[config.mk]
export PLATFORM = sky130hd
export DESIGN_NAME = touch_baseline_threshold_detect
export DESIGN_NICKNAME = d
export VERILOG_FILES = /design/src/rtl/touch_pkg.sv /design/src/rtl/touch_pad_channel.sv /design/src/rtl/touch_baseline_threshold_detect.sv
export VERILOG_INCLUDE_DIRS = /design/src /design/src/rtl
export SDC_FILE = /design/constraint.sdc
export NUM_CORES = 1
export LEC_CHECK = 0
export BUFFER_PORTS_ARGS = -buffer_cell sky130_fd_sc_hd__buf_2
export CORE_AREA = 2 2 179 181
export CTS_CLUSTER_DIAMETER = 30
export DETAILED_ROUTE_END_ITERATION = 10
export DIE_AREA = 0 0 181 183
export GPL_TIMING_DRIVEN = 0
export PLACE_DENSITY = 0.78
export SLEW_MARGIN = 10
export SYNTH_ARGS = -nofsm -noshare
export SYNTH_HDL_FRONTEND = slang
export SYNTH_SLANG_ARGS = --single-unit
[constraint.sdc]
create_clock -name clk -period 6.54 [get_ports clk]
set_input_delay 0.327 -clock clk [delete_from_list [all_inputs] [get_ports clk]]
set_output_delay 0.327 -clock clk [all_outputs]
set_load 0.005 [all_outputs]
[src/rtl/touch_defines.svh]
`ifndef TOUCH_DEFINES_SVH
`define TOUCH_DEFINES_SVH

// ----------------------------------------------------------------------
// Register offsets
// ----------------------------------------------------------------------
`define ADDR_VARIATION_LIMIT    8'h26
`define ADDR_DRIFT_STEP         8'h27
`define ADDR_CONSECUTIVE_COUNT  8'h28
`define ADDR_PAD0_TOUCH_TRIP    8'h29
`define ADDR_PAD0_RELEASE_TRIP  8'h2a
`define ADDR_PAD1_TOUCH_TRIP    8'h2b
`define ADDR_PAD1_RELEASE_TRIP  8'h2c
`define ADDR_PAD2_TOUCH_TRIP    8'h2d
`define ADDR_PAD2_RELEASE_TRIP  8'h2e

// ----------------------------------------------------------------------
// Field positions and widths
// ----------------------------------------------------------------------
`define VARIATION_LIMIT_MSB     5
`define DRIFT_STEP_MSB          5
`define CONSECUTIVE_COUNT_MSB   3
`define TRIP_MSB                7

// ----------------------------------------------------------------------
// Reset values and consecutive-count code constants
// ----------------------------------------------------------------------
`define RST_VARIATION_LIMIT     6'h01
`define RST_DRIFT_STEP          6'h01
`define RST_CONSECUTIVE_COUNT   4'h0
`define RST_TRIP                8'h00
`define CODE_COUNT_TOP          4'hf
`define COUNT_AT_TOP            5'h0f

`endif

[src/rtl/touch_pkg.sv]
package touch_pkg;

    typedef struct packed {
        logic [5:0] variation_limit;
        logic [5:0] drift_step;
        logic [3:0] consecutive_count;
    } baseline_cfg_s;

    typedef struct packed {
        logic [7:0] touch_trip;
        logic [7:0] release_trip;
    } pad_trip_s;

    typedef struct packed {
        logic        valid;
        logic [15:0] data;
    } sample_s;

    typedef enum logic {
        PAD_RELEASED,
        PAD_TOUCHED
    } pad_state_e;

endpackage

[src/rtl/touch_pad_channel.sv]
`timescale 1ns/10ps
`default_nettype none
`include "touch_defines.svh"

module touch_pad_channel
    import touch_pkg::*;
#(
    parameter int DATA_W = 16
)
(
    input  wire logic                clk,
    input  wire logic                rst,
    input  wire touch_pkg::baseline_cfg_s cfg,
    input  wire touch_pkg::pad_trip_s     trip,
    input  wire logic                trips_all_zero,
    input  wire logic                sample_valid,
    input  wire logic [DATA_W-1:0]   sample_data,
    output logic [DATA_W-1:0]        baseline_reg,
    output logic                     touched_reg,
    output logic                     event_reg
);
    import touch_pkg::*;

    logic [4:0]        run_reg;
    logic              primed_reg;
    logic              below;
    logic [DATA_W-1:0] diff;
    logic [DATA_W-1:0] delta;
    logic              over_limit;
    logic [4:0]        need;
    logic              run_done;
    logic [4:0]        run_next;
    logic [DATA_W-1:0] step;
    logic              touch_hit;
    logic              release_hit;

    always_comb
    begin
        below = sample_data < baseline_reg;
        diff  = below ? baseline_reg - sample_data : '0;
        delta = below ? baseline_reg - sample_data
                      : sample_data - baseline_reg;
        over_limit = delta > DATA_W'(cfg.variation_limit);
        // Code 15 yields 15 samples, not 16
        need = (cfg.consecutive_count == `CODE_COUNT_TOP) ? `COUNT_AT_TOP
             : 5'(cfg.consecutive_count) + 5'h01;
        run_next = over_limit ? run_reg + 5'h01 : 5'h00;
        run_done = over_limit && (run_next >= need);
        step = DATA_W'(cfg.drift_step);
        if (step > delta)
        begin
            step = delta;
        end
        // Touch lowers counts: only data under baseline can trip
        touch_hit = !trips_all_zero && !touched_reg
                  && (diff > DATA_W'(trip.touch_trip));
        release_hit = touched_reg
                    && (diff < DATA_W'(trip.release_trip));
    end

    // ------------------------------------------------------------------
    // Baseline tracking
    // ------------------------------------------------------------------
    always_ff @(posedge clk)
    begin
        if (rst)
        begin
            baseline_reg <= '0;
            primed_reg   <= 1'b0;
            run_reg      <= 5'h00;
        end
        else if (sample_valid)
        begin
            if (!primed_reg)
            begin
                // First sample seeds the baseline, avoiding a false touch
                baseline_reg <= sample_data;
                primed_reg   <= 1'b1;
                run_reg      <= 5'h00;
            end
            else if (touched_reg || touch_hit)
            begin
                run_reg <= 5'h00;
            end
            else if (run_done)
            begin
                baseline_reg <= below ? baseline_reg - step
                                      : baseline_reg + step;
                run_reg      <= 5'h00;
            end
            else
            begin
                run_reg <= run_next;
            end
        end
    end

    // ------------------------------------------------------------------
    // Touch state
    // ------------------------------------------------------------------
    always_ff @(posedge clk)
    begin
        if (rst)
        begin
            touched_reg <= 1'b0;
            event_reg   <= 1'b0;
        end
        else
        begin
            event_reg <= 1'b0;
            if (sample_valid && primed_reg && (touch_hit || release_hit))
            begin
                touched_reg <= touch_hit;
                event_reg   <= 1'b1;
            end
        end
    end

endmodule
`default_nettype wire

[src/rtl/touch_baseline_threshold_detect.sv]
// Overview of operation
// Register 0x26 bits 5:0 hold the largest variation passed to baseline.
// Host never writes zero to the variation limit; 1..63 are direct.
// Register 0x27 bits 5:0 hold the baseline drift step.
// Host never writes zero to the drift step; 1..63 are direct.
// Register 0x28 bits 3:0 hold consecutive samples needed over limit.
// Count code 0 means one, 1 means two, 15 means fifteen.
// Touch lowers counts: data falling below baseline is touch direction.
// Touch declared when baseline minus data significantly exceeds threshold.
// Touch freezes baseline, raises interrupt, sets pad status bit.
// Each pad has its own touch threshold.
// Each pad has its own release threshold.
// Release unfreezes baseline, raises interrupt, clears status bit.
// Touch thresholds for pads 0,1,2 at 0x29, 0x2B, 0x2D.
// Release thresholds for pads 0,1,2 at 0x2A, 0x2C, 0x2E.
// Each threshold is a full eight-bit field, 0 to 255.
// Baseline holds while touched and tracks again after release.
// All touch thresholds zero disables detection; baseline only filters.
// Untouched baseline steps toward data after enough over-limit samples.
// Baseline, counters and touch state are independent per pad.
`timescale 1ns/10ps
`default_nettype none
`include "touch_defines.svh"

module touch_baseline_threshold_detect
    import touch_pkg::*;
#(
    parameter int PADS   = 3,
    parameter int DATA_W = 16
)
(
    input  wire logic                   clk,
    input  wire logic                   rst,
    input  wire logic                   reg_wr,
    input  wire logic                   reg_rd,
    input  wire logic [7:0]             reg_addr,
    input  wire logic [7:0]             reg_wdata,
    output logic [7:0]                  reg_rdata_reg,
    output logic                        reg_hit_reg,
    input  wire logic [PADS-1:0]        sample_valid,
    input  wire logic [PADS*DATA_W-1:0] sample_data,
    output logic [PADS*DATA_W-1:0]      baseline_data,
    output logic [PADS-1:0]             touch_status,
    output logic                        touch_event_reg
);
    import touch_pkg::*;

    localparam int TRIP_PADS = 3;

    baseline_cfg_s          cfg_reg;
    pad_trip_s              trip_reg [TRIP_PADS];
    logic                   trips_all_zero;
    logic [PADS-1:0]        pad_event;
    logic [PADS-1:0]        pad_touched;
    logic [7:0]             rdata_next;
    logic                   hit_next;

    // ------------------------------------------------------------------
    // Register writes
    // ------------------------------------------------------------------
    // Reset values: limit and step 1, count code 0 (one sample); host programs real settings
    always_ff @(posedge clk)
    begin
        if (rst)
        begin
            cfg_reg.variation_limit   <= `RST_VARIATION_LIMIT;
            cfg_reg.drift_step        <= `RST_DRIFT_STEP;
            cfg_reg.consecutive_count <= `RST_CONSECUTIVE_COUNT;
        end
        else if (reg_wr)
        begin
            if (reg_addr == `ADDR_VARIATION_LIMIT)
            begin
                cfg_reg.variation_limit <=
                    reg_wdata[`VARIATION_LIMIT_MSB:0];
            end
            else if (reg_addr == `ADDR_DRIFT_STEP)
            begin
                cfg_reg.drift_step <= reg_wdata[`DRIFT_STEP_MSB:0];
            end
            else if (reg_addr == `ADDR_CONSECUTIVE_COUNT)
            begin
                cfg_reg.consecutive_count <=
                    reg_wdata[`CONSECUTIVE_COUNT_MSB:0];
            end
        end
    end

    always_ff @(posedge clk)
    begin
        if (rst)
        begin
            for (int i = 0; i < TRIP_PADS; i++)
            begin
                trip_reg[i] <= '{`RST_TRIP, `RST_TRIP};
            end
        end
        else if (reg_wr)
        begin
            if (reg_addr == `ADDR_PAD0_TOUCH_TRIP)
            begin
                trip_reg[0].touch_trip <= reg_wdata;
            end
            else if (reg_addr == `ADDR_PAD0_RELEASE_TRIP)
            begin
                trip_reg[0].release_trip <= reg_wdata;
            end
            else if (reg_addr == `ADDR_PAD1_TOUCH_TRIP)
            begin
                trip_reg[1].touch_trip <= reg_wdata;
            end
            else if (reg_addr == `ADDR_PAD1_RELEASE_TRIP)
            begin
                trip_reg[1].release_trip <= reg_wdata;
            end
            else if (reg_addr == `ADDR_PAD2_TOUCH_TRIP)
            begin
                trip_reg[2].touch_trip <= reg_wdata;
            end
            else if (reg_addr == `ADDR_PAD2_RELEASE_TRIP)
            begin
                trip_reg[2].release_trip <= reg_wdata;
            end
        end
    end

    // ------------------------------------------------------------------
    // Register reads
    // ------------------------------------------------------------------
    always_comb
    begin
        rdata_next = 8'h00;
        hit_next   = 1'b1;
        if (reg_addr == `ADDR_VARIATION_LIMIT)
        begin
            rdata_next = {2'h0, cfg_reg.variation_limit};
        end
        else if (reg_addr == `ADDR_DRIFT_STEP)
        begin
            rdata_next = {2'h0, cfg_reg.drift_step};
        end
        else if (reg_addr == `ADDR_CONSECUTIVE_COUNT)
        begin
            rdata_next = {4'h0, cfg_reg.consecutive_count};
        end
        else if (reg_addr == `ADDR_PAD0_TOUCH_TRIP)
        begin
            rdata_next = trip_reg[0].touch_trip;
        end
        else if (reg_addr == `ADDR_PAD0_RELEASE_TRIP)
        begin
            rdata_next = trip_reg[0].release_trip;
        end
        else if (reg_addr == `ADDR_PAD1_TOUCH_TRIP)
        begin
            rdata_next = trip_reg[1].touch_trip;
        end
        else if (reg_addr == `ADDR_PAD1_RELEASE_TRIP)
        begin
            rdata_next = trip_reg[1].release_trip;
        end
        else if (reg_addr == `ADDR_PAD2_TOUCH_TRIP)
        begin
            rdata_next = trip_reg[2].touch_trip;
        end
        else if (reg_addr == `ADDR_PAD2_RELEASE_TRIP)
        begin
            rdata_next = trip_reg[2].release_trip;
        end
        else
        begin
            hit_next = 1'b0;
        end
    end

    always_ff @(posedge clk)
    begin
        if (rst)
        begin
            reg_rdata_reg <= 8'h00;
            reg_hit_reg   <= 1'b0;
        end
        else if (reg_rd)
        begin
            reg_rdata_reg <= rdata_next;
            reg_hit_reg   <= hit_next;
        end
    end

    // ------------------------------------------------------------------
    // Per-pad detection
    // ------------------------------------------------------------------
    always_comb
    begin
        trips_all_zero = 1'b1;
        for (int i = 0; i < TRIP_PADS; i++)
        begin
            if (trip_reg[i].touch_trip != 8'h00)
            begin
                trips_all_zero = 1'b0;
            end
        end
    end

    // Pads beyond the third reuse the last threshold pair
    for (genvar p = 0; p < PADS; p++)
    begin : g_pad
        localparam int TI = (p < TRIP_PADS) ? p : TRIP_PADS - 1;
        touch_pad_channel #(
            .DATA_W (DATA_W)
        ) u_chan (
            .clk            (clk),
            .rst            (rst),
            .cfg            (cfg_reg),
            .trip           (trip_reg[TI]),
            .trips_all_zero (trips_all_zero),
            .sample_valid   (sample_valid[p]),
            .sample_data    (sample_data[p*DATA_W +: DATA_W]),
            .baseline_reg   (baseline_data[p*DATA_W +: DATA_W]),
            .touched_reg    (pad_touched[p]),
            .event_reg      (pad_event[p])
        );
    end

    assign touch_status = pad_touched;

    // ------------------------------------------------------------------
    // Event pulse toward the interrupt logic
    // ------------------------------------------------------------------
    always_ff @(posedge clk)
    begin
        if (rst)
        begin
            touch_event_reg <= 1'b0;
        end
        else
        begin
            touch_event_reg <= |pad_event;
        end
    end

endmodule
`default_nettype wire

==> summary.txt <==
Hold path
  • HP Class: in2reg
  • Hold path startpoint: sample_data[41]
  • Hold depth: 3
  • Hold path endpoint: g_pad[2].u_chan.baseline_reg[9]

Pwr
  • Pint: 2.81 mW
  • Leak Pwr: 9.57 nW
  • Pwr dens: 247 nW/um^2
  • Clock share of power: 20.1%
  • Share of total power in combinational logic: 58.7%
  • Seq pwr share: 21.2%
  • Switching part of the total: 46.1%
  • Max IR drop VDD: 0.288 mV
  • Psw: 2.40 mW

Synth
  • Yosys warns: 0
  • Post-synth EDFFs: 48
  • Synth area leader: ha_1
  • Ranking of synthesized cells by area: ha_1 17%, dfxtp_1 11%, edfxtp_1 8.2%
  • Register area share after synthesis: 19.5%
  • Mapped cell area: 17500 sq um
  • Yosys cell types: 92
  • Share of the synthesized area in the top cell type: 17.5%
  • Mean cell area of the mapped netlist: 7.68 sq um
  • Synth async-reset ratio: 0%
  • Syn nets: 2601
  • Ys flop type: dfxtp_1
  • Yosys reg bits: 146
  • Cell count after synthesis: 2277

Clocking
  • Clock Path Buffers: 2
  • H-tree depth: 4
  • CTS clk-pin slew, worst paths: 0.09 ns
  • Number of buffers created by CTS: 17
  • Worst skew pair latency: 0.47 ns
  • Sinks on Clock Net: 146
  • Root Driver: clkbuf_16
  • CTS tree: done

Layout
  • Number of antenna diodes: 0
  • Area of the multi-input gates: 13700 sq um
  • Fill count: 2644
  • Design area: 21000 sq um
  • Post-route insts no fill: 2938
  • Register area: 3450 sq um
  • Area growth syn-to-layout: 20.2%
  • Share of post-route cells with drive strength above 1: 19.2%
  • NumNets Final: 2847

Timing
  • Fmax achieved: 146 MHz
  • Worst slew pin tran: 1.08 ns
  • # setup viols final: 9
  • Final hold viol count: 0
  • Hold_ws: 0.174 ns
  • Final clock skew: 0.0223 ns
  • RSZ-0062 raised after global routing: yes
  • Relative slew slack: 27.5%
  • PnR worst setup slack: -0.309 ns
  • Tcrit/Tclk final: 105%
  • Max Transition Viols Final: 0
  • Final min period: 6.85 ns

Global route
  • Overall routing resource usage: 34.9%
  • First-pass GRT wire length: 92.2 mm
  • Grt ovf: 0
  • Pin count of the biggest net entering global routing: 19
  • Vias in the first global route: 17.1k
  • Initial antenna violation count: 0

Drt
  • DRT antenna net count: 0
  • DRT Wirelength: 62.2 mm
  • Initial DRC Count: 1869
  • Drt first pass iters: 6
  • Vias post-DR: 18.9k
  • Vias/cell: 6.42
  • DRC viols: 0
  • WL per Instance: 21.2 um

Setup path
  • Most used cell, CP: o21a_1
  • CP startpoint: g_pad[2].u_chan.baseline_reg[0]
  • CP max-delay cell: fa_2
  • Crit end category: flip-flop
  • Worst R2R Start: g_pad[2].u_chan.baseline_reg[0]
  • Crit path DAT: 7.24 ns
  • Worst reg2reg path depth: 36
  • WP data required: 6.93 ns
  • Crit Path Max Fanout: 4
  • Worst R2R Setup Slack: -0.31 ns
  • Critical Path Start Type: flip-flop
  • Setup CP Type: reg2reg
  • Crit-path max cell delay: 0.38 ns
  • Crit Reg-Reg Endpoint: g_pad[2].u_chan.baseline_reg[14]

Placed design
  • RePlAce Congestion: 0.984
  • Dpl cells: 2807
  • DP Worst Slack: -1.37 ns
  • PortBufs: 127
  • Post-DP HPWL: 45.5 mm
  • Placement-stage cell area: 18700 sq um

Die
  • I/O Pins: 132
  • Starting Density: 56.0%
  • Die X: 181 um
  • Die Y-Extent: 183 um
  • Rows: 65
  • Core area: 31200 sq um
  • DIE AREA: 33100 sq um

Outcome
  • Failing checks: negative setup slack
  • Status: complete, but fails checks

Flow run
  • Max Cap Viol: 0
## power groups by stage
stage / registers, mW / logic (mW) / clock network, mW
2_1_floorplan: 1.08 / 1.88 / 0
3_3_place_gp: 1.11 / 2.42 / 0
3_5_place_dp: 1.12 / 2.48 / 0
4_1_cts: 1.10 / 2.70 / 1.03
5_1_grt: 1.11 / 3.30 / 1.07
6_report: 1.10 / 3.05 / 1.04
## synth_stat cells, types with 7 or more instances
cell and count:
a21o_1 67, nor3_1 32, a221oi_1 7, a22oi_1 9, inv_1 198, dfxtp_1 98, a21oi_1 220, nor2_1 224
mux2i_1 52, clkbuf_1 73, nand2_1 137, xnor2_1 77, nor2b_1 42, or3_1 11, a31oi_1 24, o21a_1 35
nor4_1 18, a211oi_1 68, o31ai_1 24, nor3b_1 9, a211o_1 8, a21boi_0 10, buf_1 15, o211ai_1 18
o21ai_0 122, nand4_1 27, fa_1 9, buf_2 22, nand3_1 59, ha_1 244, o22ai_1 7, nand2b_1 33
xor2_1 52, and3_1 15, edfxtp_1 48, o21bai_1 13, and2_1 28, a311oi_1 8
## area by class of cell
class / instances / area share [%]
clock buffers: 17 / 2.02
plain buffers: 111 / 2.81
flip-flops and latches: 146 / 16.4
multi-input cells: 1817 / 65.1
clock inverters: 15 / 0.875
repair buffers: 231 / 6.91
well taps: 402 / 2.39
inverters: 199 / 3.55
## stage by stage
step                      power (mW)  setup TNS [ns]  utilization (%)
after floorplan                 2.96         -0.0553                -
after global placement          3.53          -18.16             59.8
after detailed placement        3.60          -22.35             59.9
after CTS                       4.83               0             64.4
after global routing            5.48           -3.46             67.3
final                           5.20           -1.05             67.3
## cells in the final DEF, fill, tap and decap left out, drive strengths merged, types with 52 or more instances in the layout
| cell | instances |
|---|---|
| buf | 270 |
| ha | 244 |
| nor2 | 224 |
| a21oi | 222 |
| inv | 206 |
| nand2 | 137 |
| o21ai | 123 |
| dfxtp | 98 |
| clkbuf | 89 |
| xnor2 | 77 |
| a211oi | 70 |
| a21o | 67 |
| nand3 | 59 |
| mux2i | 52 |
| xor2 | 52 |
## timing repair
item | in CTS | in global routing
setup endpoints to repair | 40 | 38
hold buffers | 0 | 0
pin swaps | 43 | 89
gates cloned | 1 | 1
gates resized for setup | 109 | 125
buffers inserted | 52 | 50
hold endpoints to repair | 0 | 0
## kinds of logic (layout without fill, tap and decap cells)
family	Yosys count	in the layout	share of synthesized area [%]
simple gates	673	673	18.8
mux	59	59	3.49
buf+inv	315	573	7.07
compound gates	702	703	26.2
xor+xnor	129	129	6.46
flops	146	146	19.5
fa+ha+maj	253	253	18.5
## critical path: cells and delay by family (launching register included)
| kind | cells | cell delay [ns] |
|---|---|---|
| adders and majority gates | 4 | 1.19 |
| DFF | 1 | 0.36 |
| and+or+nand+nor | 3 | 0.28 |
| buffers and inverters | 4 | 0.50 |
| xor gates and xnor gates | 2 | 0.34 |
| muxes | 1 | 0.25 |
| AOI/OAI and AO/OA | 22 | 3.83 |
## layer usage
| layer | part of all wire, % | track usage (%) | vias to the layer above |
|---|---|---|---|
| li1 | - | - | 8657 |
| met2 | 45 | 56.6 | 1162 |
| met4 | 4.5 | 14.0 | 0 |
| met1 | 41 | 46.4 | 8788 |
| met3 | 9.6 | 6.02 | 243 |
| met5 | 0 | 0 | - |
## worst max path at each step
stage	endpoint	depth (start not counted)
5_1_grt	g_pad[2].u_chan.baseline_reg[14]	36
3_3_place_gp	g_pad[1].u_chan.baseline_reg[14]	34
6_report	g_pad[2].u_chan.baseline_reg[14]	36
2_1_floorplan	g_pad[2].u_chan.baseline_reg[14]	37
3_5_place_dp	g_pad[1].u_chan.baseline_reg[14]	34
4_1_cts	g_pad[1].u_chan.baseline_reg[14]	30
No activity file was read; power rests on OpenSTA's default activity.
